==> src/logic/drt_pkg.sv <==
// constants for the dual reload down timer: register map, fields, resets
// assumes a 16-bit register address and 4-bit data port
package drt_pkg;
  // ==========================================================
  // register offsets
  localparam logic [15:0] ADDR_EVCFG  = 16'hFFC0;
  localparam logic [15:0] ADDR_CKOUT  = 16'hFFC1;
  localparam logic [15:0] ADDR_T0CTL  = 16'hFFC2;
  localparam logic [15:0] ADDR_T1CTL  = 16'hFFC3;
  localparam logic [15:0] ADDR_T0RLL  = 16'hFFC4;
  localparam logic [15:0] ADDR_T0RLH  = 16'hFFC5;
  localparam logic [15:0] ADDR_T1RLL  = 16'hFFC6;
  localparam logic [15:0] ADDR_T1RLH  = 16'hFFC7;
  localparam logic [15:0] ADDR_T0CNL  = 16'hFFC8;
  localparam logic [15:0] ADDR_T0CNH  = 16'hFFC9;
  localparam logic [15:0] ADDR_T1CNL  = 16'hFFCA;
  localparam logic [15:0] ADDR_T1CNH  = 16'hFFCB;
  localparam logic [15:0] ADDR_IMASK  = 16'hFFE2;
  localparam logic [15:0] ADDR_IFLAG  = 16'hFFF2;
  // ==========================================================
  // field positions
  localparam int EV_POL    = 0;
  localparam int EV_FILT   = 1;
  localparam int EV_MODE   = 2;
  localparam int CK_SRC0   = 0;
  localparam int CK_SRC1   = 1;
  localparam int CK_OUTEN  = 2;
  localparam int CK_CHAN   = 3;
  localparam int CTL_RUN   = 0;
  localparam int CTL_PRST  = 1;
  localparam int CTL_RLO   = 2;
  // ==========================================================
  // reset values
  localparam logic [3:0] NIB_RST   = 4'h0;
  localparam logic [7:0] BYTE_RST  = 8'h00;
  // prescaler ratios as divide counts minus one
  localparam logic [7:0] DIV1_M1   = 8'h00;
  localparam logic [7:0] DIV4_M1   = 8'h03;
  localparam logic [7:0] DIV32_M1  = 8'h1F;
  localparam logic [7:0] DIV256_M1 = 8'hFF;
  // filter: edges of the 2,048 Hz signal needed to accept a level
  localparam logic [1:0] FILT_EDGES = 2'h2;
endpackage : drt_pkg

==> src/logic/drt_timer.sv <==
// two 8-bit reload down counters with prescalers, event input and clock out
// assumes oscillator and 2,048 Hz inputs are synchronous level signals
// ==========================================================
//
// Our own choice: strobed register access.
`timescale 1ns/1ns
module drt_timer
(
  // clock and reset
  input  wire logic        mclk,
  input  wire logic        arst_n,
  // register port
  input  wire logic [15:0] reg_addr,
  input  wire logic [3:0]  reg_wdata,
  input  wire logic        reg_wr,
  input  wire logic        reg_rd,
  output logic      [3:0]  reg_rdata,
  // clock sources
  input  wire logic        slow_oscillator_clock,
  input  wire logic        fast_oscillator_clock,
  input  wire logic        ref_2048hz,
  // event input
  input  wire logic        event_input_pin,
  // outputs
  output logic             shared_output_pin,
  output logic      [1:0]  timer_irq
);

  // ==========================================================
  // decode
  wire wr_evcfg = reg_wr && reg_addr == drt_pkg::ADDR_EVCFG;
  wire wr_ckout = reg_wr && reg_addr == drt_pkg::ADDR_CKOUT;
  wire wr_imask = reg_wr && reg_addr == drt_pkg::ADDR_IMASK;
  wire wr_iflag = reg_wr && reg_addr == drt_pkg::ADDR_IFLAG;
  wire [1:0] wr_ctl;
  wire [1:0] wr_rll;
  wire [1:0] wr_rlh;
  wire [1:0] rd_cnl;
  assign wr_ctl[0] = reg_wr && reg_addr == drt_pkg::ADDR_T0CTL;
  assign wr_ctl[1] = reg_wr && reg_addr == drt_pkg::ADDR_T1CTL;
  assign wr_rll[0] = reg_wr && reg_addr == drt_pkg::ADDR_T0RLL;
  assign wr_rll[1] = reg_wr && reg_addr == drt_pkg::ADDR_T1RLL;
  assign wr_rlh[0] = reg_wr && reg_addr == drt_pkg::ADDR_T0RLH;
  assign wr_rlh[1] = reg_wr && reg_addr == drt_pkg::ADDR_T1RLH;
  assign rd_cnl[0] = reg_rd && reg_addr == drt_pkg::ADDR_T0CNL;
  assign rd_cnl[1] = reg_rd && reg_addr == drt_pkg::ADDR_T1CNL;

  // ==========================================================
  // configuration registers
  logic [2:0] evcfg_reg;
  logic [3:0] ckout_reg;
  logic [1:0] imask_reg;
  always_ff @(posedge mclk or negedge arst_n)
    if (!arst_n)
    begin
      evcfg_reg <= 3'h0;
      ckout_reg <= drt_pkg::NIB_RST;
      imask_reg <= 2'h0;
    end
    else
    begin
      if (wr_evcfg)
        evcfg_reg <= reg_wdata[2:0];
      if (wr_ckout)
        ckout_reg <= reg_wdata;
      if (wr_imask)
        imask_reg <= reg_wdata[1:0];
    end

  wire ev_mode = evcfg_reg[drt_pkg::EV_MODE];
  wire ev_filt = evcfg_reg[drt_pkg::EV_FILT];
  wire ev_pol  = evcfg_reg[drt_pkg::EV_POL];

  // ==========================================================
  // event input conditioning
  // the 2,048 Hz edge is found from its own previous sample
  logic ref_d_reg;
  logic ev_raw_reg;
  logic ev_filt_reg;
  logic [1:0] filt_cnt_reg;
  wire ref_fall = ref_d_reg && !ref_2048hz;
  always_ff @(posedge mclk or negedge arst_n)
    if (!arst_n)
    begin
      // event line idles high: no false edge after reset
      ref_d_reg    <= 1'b0;
      ev_raw_reg   <= 1'b1;
      ev_filt_reg  <= 1'b1;
      filt_cnt_reg <= 2'h0;
    end
    else
    begin
      ref_d_reg  <= ref_2048hz;
      ev_raw_reg <= event_input_pin;
      if (ev_raw_reg == ev_filt_reg)
        filt_cnt_reg <= 2'h0;
      else if (ref_fall)
      begin
        if (filt_cnt_reg == drt_pkg::FILT_EDGES - 2'h1)
        begin
          ev_filt_reg  <= ev_raw_reg;
          filt_cnt_reg <= 2'h0;
        end
        else
          filt_cnt_reg <= filt_cnt_reg + 2'h1;
      end
    end
  // filter off: raw sample feeds the counter directly
  wire ev_level = ev_filt ? ev_filt_reg : ev_raw_reg;
  logic ev_lvl_d_reg;
  always_ff @(posedge mclk or negedge arst_n)
    if (!arst_n)
      ev_lvl_d_reg <= 1'b1;
    else
      ev_lvl_d_reg <= ev_level;
  wire ev_rise = ev_level && !ev_lvl_d_reg;
  wire ev_fall = !ev_level && ev_lvl_d_reg;
  wire ev_tick = ev_pol ? ev_rise : ev_fall;

  // ==========================================================
  // per-timer logic
  logic [1:0] uflow;
  logic [1:0] run_rd;
  logic [1:0] iflag_reg;
  logic [7:0] cnt_rd  [2];
  logic [3:0] hold_rd [2];
  logic [3:0] ctl_rd  [2];
  logic [7:0] rl_rd   [2];

  genvar g;
  generate
    for (g = 0; g < 2; g++)
    begin : g_tmr
      logic [3:0] ctl_reg;
      logic [7:0] rl_reg;
      logic [7:0] cnt_reg;
      logic [3:0] hold_reg;
      logic       act_reg;
      logic       src_d_reg;
      logic [7:0] pre_reg;
      wire  [1:0] ratio = ctl_reg[3:2];
      wire        src = ckout_reg[g] ? fast_oscillator_clock
                                     : slow_oscillator_clock;
      wire        src_rise = src && !src_d_reg;
      wire  [7:0] div_m1 = ratio == 2'h0 ? drt_pkg::DIV1_M1 :
                           ratio == 2'h1 ? drt_pkg::DIV4_M1 :
                           ratio == 2'h2 ? drt_pkg::DIV32_M1 :
                                           drt_pkg::DIV256_M1;
      wire        pre_tick = src_rise && pre_reg >= div_m1;
      // event mode bypasses source select and ratio of timer 0
      wire        in_tick = (g == 0 && ev_mode) ? ev_tick
                                                : pre_tick;
      wire        preset = wr_ctl[g] && reg_wdata[drt_pkg::CTL_PRST];
      wire        dec = act_reg && in_tick;
      wire        uf  = dec && cnt_reg == drt_pkg::BYTE_RST;
      always_ff @(posedge mclk or negedge arst_n)
        if (!arst_n)
        begin
          ctl_reg   <= drt_pkg::NIB_RST;
          rl_reg    <= drt_pkg::BYTE_RST;
          cnt_reg   <= drt_pkg::BYTE_RST;
          hold_reg  <= drt_pkg::NIB_RST;
          act_reg   <= 1'b0;
          src_d_reg <= 1'b0;
          pre_reg   <= drt_pkg::BYTE_RST;
        end
        else
        begin
          src_d_reg <= src;
          if (wr_ctl[g])
            ctl_reg <= {reg_wdata[3:2], 1'b0, reg_wdata[0]};
          if (wr_rll[g])
            rl_reg[3:0] <= reg_wdata;
          if (wr_rlh[g])
            rl_reg[7:4] <= reg_wdata;
          // prescaler runs while the timer requests run or is still active
          if (!ctl_reg[drt_pkg::CTL_RUN] && !act_reg)
            pre_reg <= drt_pkg::BYTE_RST;
          else if (src_rise)
            pre_reg <= pre_tick ? drt_pkg::BYTE_RST : pre_reg + 8'h01;
          if (in_tick)
            act_reg <= ctl_reg[drt_pkg::CTL_RUN];
          if (preset || uf)
            cnt_reg <= rl_reg;
          else if (dec)
            cnt_reg <= cnt_reg - 8'h01;
          if (rd_cnl[g])
            hold_reg <= cnt_reg[7:4];
        end
      assign uflow[g]   = uf;
      assign run_rd[g]  = ctl_reg[drt_pkg::CTL_RUN] | act_reg;
      assign cnt_rd[g]  = cnt_reg;
      assign hold_rd[g] = hold_reg;
      assign ctl_rd[g]  = ctl_reg;
      assign rl_rd[g]   = rl_reg;
    end
  endgenerate

  // ==========================================================
  // flags, clock out, interrupt request
  logic timer_clock_out_reg;
  wire  sel_uf = ckout_reg[drt_pkg::CK_CHAN] ? uflow[1] : uflow[0];
  wire [1:0] iflag_clr = wr_iflag ? reg_wdata[1:0] : 2'h0;
  wire [1:0] iflag_next = uflow | (iflag_reg & ~iflag_clr);
  always_ff @(posedge mclk or negedge arst_n)
    if (!arst_n)
    begin
      iflag_reg         <= 2'h0;
      timer_clock_out_reg          <= 1'b0;
      shared_output_pin <= 1'b1;
      timer_irq         <= 2'h0;
    end
    else
    begin
      iflag_reg <= iflag_next;
      if (sel_uf)
        timer_clock_out_reg <= !timer_clock_out_reg;
      // pin is high while clock-out is off
      shared_output_pin <= ckout_reg[drt_pkg::CK_OUTEN] ? timer_clock_out_reg
                                                        : 1'b1;
      timer_irq <= iflag_next & imask_reg;
    end

  // ==========================================================
  // read mux, data one cycle after the strobe
  logic [3:0] rdata_next;
  always_comb
  begin
    rdata_next = drt_pkg::NIB_RST;
    unique case (reg_addr)
      drt_pkg::ADDR_EVCFG: rdata_next = {1'b0, evcfg_reg};
      drt_pkg::ADDR_CKOUT: rdata_next = ckout_reg;
      drt_pkg::ADDR_T0CTL: rdata_next = {ctl_rd[0][3:2], 1'b0, run_rd[0]};
      drt_pkg::ADDR_T1CTL: rdata_next = {ctl_rd[1][3:2], 1'b0, run_rd[1]};
      drt_pkg::ADDR_T0RLL: rdata_next = rl_rd[0][3:0];
      drt_pkg::ADDR_T0RLH: rdata_next = rl_rd[0][7:4];
      drt_pkg::ADDR_T1RLL: rdata_next = rl_rd[1][3:0];
      drt_pkg::ADDR_T1RLH: rdata_next = rl_rd[1][7:4];
      drt_pkg::ADDR_T0CNL: rdata_next = cnt_rd[0][3:0];
      drt_pkg::ADDR_T0CNH: rdata_next = hold_rd[0];
      drt_pkg::ADDR_T1CNL: rdata_next = cnt_rd[1][3:0];
      drt_pkg::ADDR_T1CNH: rdata_next = hold_rd[1];
      drt_pkg::ADDR_IMASK: rdata_next = {2'h0, imask_reg};
      drt_pkg::ADDR_IFLAG: rdata_next = {2'h0, iflag_reg};
      default:             rdata_next = drt_pkg::NIB_RST;
    endcase
  end
  always_ff @(posedge mclk or negedge arst_n)
    if (!arst_n)
      reg_rdata <= drt_pkg::NIB_RST;
    else
      reg_rdata <= reg_rd ? rdata_next : drt_pkg::NIB_RST;
endmodule : drt_timer

==> config.mk <==
export PLATFORM = sky130hd
export DESIGN_NAME = drt_timer
export DESIGN_NICKNAME = d
export VERILOG_FILES = /design/src/logic/drt_pkg.sv /design/src/logic/drt_timer.sv
export SDC_FILE = /design/constraint.sdc
export NUM_CORES = 1
export LEC_CHECK = 0
export BUFFER_PORTS_ARGS = -buffer_cell sky130_fd_sc_hd__buf_4
export CORE_ASPECT_RATIO = 1.2
export CORE_MARGIN = 2
export CORE_UTILIZATION = 60
export DETAILED_ROUTE_END_ITERATION = 16
export PLACE_DENSITY = 0.87
export SYNTH_ARGS = -nofsm -noshare
export SYNTH_HDL_FRONTEND = slang
export SYNTH_SLANG_ARGS = --single-unit
==> constraint.sdc <==
create_clock -name mclk -period 6.37 [get_ports mclk]
set_input_delay 0.3185 -clock mclk [delete_from_list [all_inputs] [get_ports mclk]]
set_output_delay 0.3185 -clock mclk [all_outputs]
set_load 0.05 [all_outputs]
==> impl_metrics.py <==
metrics = {
    "worst_setup_path": {
        "crit_path_top_delay_cell": "sky130_fd_sc_hd__nor3_1",
        "worst_ep_arrival_time_ps": 3040,
        "worst-setup-path-type": "reg -> reg",
        "crit_fanout": 6,
        "critical_path.top_delay_family": "simple AND/OR/NAND/NOR gates",
        "crit_path_cell_trace": "or2_2 > ha_1 > nand2b_1 > a2111oi_4 > o211ai_1 > nor3_1 > a21o_1 > a22o_1",
        "critical_path.n_buffers_inverters": 0,
        "r2r-end": "g_tmr[0].pre_reg[6]",
        "setup.worst_path.end_class": "flip-flop",
        "timing.critical_path.required_ps": 6680,
        "crit_path_max_incr_delay_ps": 540,
        "critical_path.reg2reg.startpoint": "g_tmr[0].ctl_reg[3]",
        "path_depth": 8,
        "r2r_slack_ps": 3640,
        "start_kind": "flip-flop",
        "worstRegToRegCells": 8,
    },
    "routing": {
        "detail_route.wirelength_um": 12580,
        "detail_route.iter0.violations": 301,
        "remaining_drc_errors": 0,
        "detailedRoute.firstPassIterationCount": 5,
        "vias": 4289,
        "antenna_violating_nets_post_route": 0,
        "vias_per_cell": 6.450,
        "routed_wire_length_per_instance_um": 18.92,
    },
    "synth": {
        "post_synth_instance_area_mm2": 0.005220,
        "synth_largest_type_area_fraction": 0.4171,
        "synth-warning-count": 0,
        "synthCells": 509,
        "postSynthRegisterBits": 91,
        "synthTopCellsByArea": "sky130_fd_sc_hd__dfrtp_1, sky130_fd_sc_hd__mux2_2, sky130_fd_sc_hd__ha_1",
        "syn_nets": 557,
        "post_synth_top_area_cell": "sky130_fd_sc_hd__dfrtp_1",
        "synth_async_sr_flop_share": 1.000,
        "synth.yosys.seq_area_share": 0.4372,
        "synthDistinctLibCells": 65,
        "synth_edf_count": 0,
        "synth_ff_type": "sky130_fd_sc_hd__dfrtp_1",
        "syn_avg_cell_area_um2": 10.26,
    },
    "pwr": {
        "p_total_w": 0.001026,
        "power_leakage_nw": 2.611,
        "p_per_area_mw_per_mm2": 178.5,
        "ir_drop_mv": 0.1574,
    },
    "die": {
        "die_area_mm2": 0.009465,
        "num_rows": 37,
        "die-height_um": 106.2,
        "initial_standard_cell_utilization_of_the_core": 0.6128,
        "chipWidth_um": 89.15,
        "core_region_area_mm2": 0.008518,
        "io_pins": 35,
    },
    "placement": {
        "dpl.hpwl_um": 9484,
        "placed_area_mm2": 0.005570,
        "gp_congestion": 0.8919,
        "port-buffer-count": 34,
    },
    "cells_and_area": {
        "n_antenna_cell": 0,
        "final_design_area_no_fill_mm2": 0.005746,
        "synthToLayoutAreaGrowth_pct": 10.07,
        "layout_cells_sized_above_1": 0.2153,
        "fillerInstances": 657,
        "final_nets": 591,
    },
    "timing": {
        "total_count_of_hold_check_failures_in_the_final_report": 0,
        "period_share": 0.4293,
        "timing_worst_slew_pin_value_ps": 734.0,
        "maxClockFrequency_mhz": 365.7,
        "layout_min_cycle_time_ps": 2734,
        "final_max_slew_viol_count": 0,
        "slew-limit-headroom": 0.5107,
        "finClkSkew_ps": 8.282,
        "final.setup.tns_ps": 0,
        "rsz0062_at_grt": "no",
        "total_of_endpoints_with_negative_setup_slack_in_the_final_report": 0,
    },
    "global_route": {
        "initial_antenna_violation_count": 0,
        "global_route_usage_sum": 0.2844,
        "vias_in_the_first_global_route": 4228,
        "grt_pass1_wl_um": 20400,
        "global_route.overflow_total": 0,
        "grt_start_max_net_pins": 60,
    },
    "run": {
        "max_cap_violations": 0,
    },
    "clock_network": {
        "cts_tree": "yes",
        "cts.path.max_buffers": 2,
        "latest_clock_arrival_within_the_worst_skew_pair_ps": 380,
        "cts.repair_timing.setup_buffer_count": 0,
        "clock_sink_count": 91,
        "worst_setup_hold_path_clk_slew_ps": 80,
        "cts.root.buffer_cell": "sky130_fd_sc_hd__clkbuf_8",
        "cts_inserted_buffers": 9,
        "cts.htree.levels": 3,
    },
    "status": {
        "outcome": "finished clean",
    },
    "worst_hold_path": {
        "hold_depth": 1,
        "min_delay_worst_endpoint": "ev_raw_reg",
        "worstHoldPathType": "in -> reg",
        "min-delay-start": "event_input_pin",
    },
}
[layer usage]
metal	track usage	part of all wire
met1	0.3609	0.41
met2	0.4656	0.50
met3	0.04581	0.052
met4	0.1397	0.037
met5	0	0
[power by group]
group	internal (W)	switching [W]
sequential	0.000589	0.00000639
clock	0.000153	0.000201
combinational	0.0000309	0.0000460
total	0.000772	0.000253
[cells in the mapped netlist, drive strengths merged, types with 4 or more instances]
| master | instances |
|---|---|
| o21a | 4 |
| inv | 21 |
| buf | 8 |
| mux2i | 6 |
| o211ai | 5 |
| and2 | 5 |
| a21oi | 29 |
| nand3b | 8 |
| o21ai | 24 |
| dfstp | 4 |
| or3 | 4 |
| nand3 | 21 |
| or2 | 8 |
| o2111ai | 4 |
| mux4 | 6 |
| and3 | 7 |
| clkbuf | 6 |
| nand2b | 6 |
| o22ai | 9 |
| nand2 | 42 |
| xnor2 | 6 |
| nor4 | 5 |
| dfrtp | 87 |
| nand4 | 10 |
| nor2 | 40 |
| ha | 20 |
| nor3 | 11 |
| mux2 | 46 |
[timing repair]
action                                  in CTS  in global routing
endpoints found under the hold margin       31                  0
endpoints found under the setup margin       0                  0
hold buffers                                 1                  0
resized for setup                            0                  0
[worst max-delay path by stage]
stage | startpoint | endpoint | slack (ps)
6_report | g_tmr[0].ctl_reg[3] | g_tmr[0].pre_reg[6] | 3640
5_1_grt | g_tmr[0].ctl_reg[3] | g_tmr[0].pre_reg[6] | 3500
4_1_cts | g_tmr[0].ctl_reg[3] | g_tmr[0].pre_reg[6] | 3630
3_5_place_dp | g_tmr[0].ctl_reg[3] | g_tmr[0].pre_reg[6] | 3660
3_3_place_gp | g_tmr[0].ctl_reg[3] | g_tmr[0].pre_reg[6] | 3800
2_1_floorplan | g_tmr[0].ctl_reg[3] | g_tmr[0].pre_reg[6] | 3930
[cells by family after synthesis]
kind of cell	after synthesis	synth area share
compound gates	114	0.1527
fa+ha+maj	20	0.04794
simple gates	182	0.1826
xor+xnor	9	0.01510
mux	58	0.1366
buf+inv	35	0.02780
flops	91	0.4372
[layout by cell type (no fill, tap or decap), drive strengths merged, types with 4 or more instances in the layout]
| cell | n |
|---|---|
| dfrtp | 87 |
| o211ai | 5 |
| buf | 36 |
| and3 | 7 |
| nor3 | 11 |
| mux4 | 6 |
| xnor2 | 6 |
| nor2 | 40 |
| nand2b | 6 |
| mux2 | 46 |
| o21ai | 24 |
| o2111ai | 4 |
| nand3b | 8 |
| nand4 | 10 |
| clkbuf | 14 |
| or3 | 4 |
| o22ai | 9 |
| nor4 | 5 |
| o21a | 4 |
| dfstp | 4 |
| nand2 | 42 |
| nand3 | 21 |
| a21oi | 29 |
| and2 | 5 |
| inv | 21 |
| or2 | 8 |
| ha | 20 |
| mux2i | 6 |
[layout make-up]
cell class	count	area [µm²]	area share
timing repair buffer	37	280.3	0.04878
clock inverter	2	12.51	0.002178
inverter	21	78.83	0.01372
tap	117	146.4	0.02548
sequential	91	2282	0.3972
clock buffer	14	152.6	0.02657
multi-input combinational	383	2793	0.4861
[through the flow]
stage	instances	setup slack (ps)	util	hold WS [ps]
after floorplan	509	3927	-	22.91
after global routing	665	3501	0.6745	31.65
after CTS	665	3632	0.6745	32.69
after global placement	648	3796	0.6539	279.2
after detailed placement	648	3664	0.6539	281.0
final	665	3636	0.6745	44.45
(Power assumes the default switching activity.)
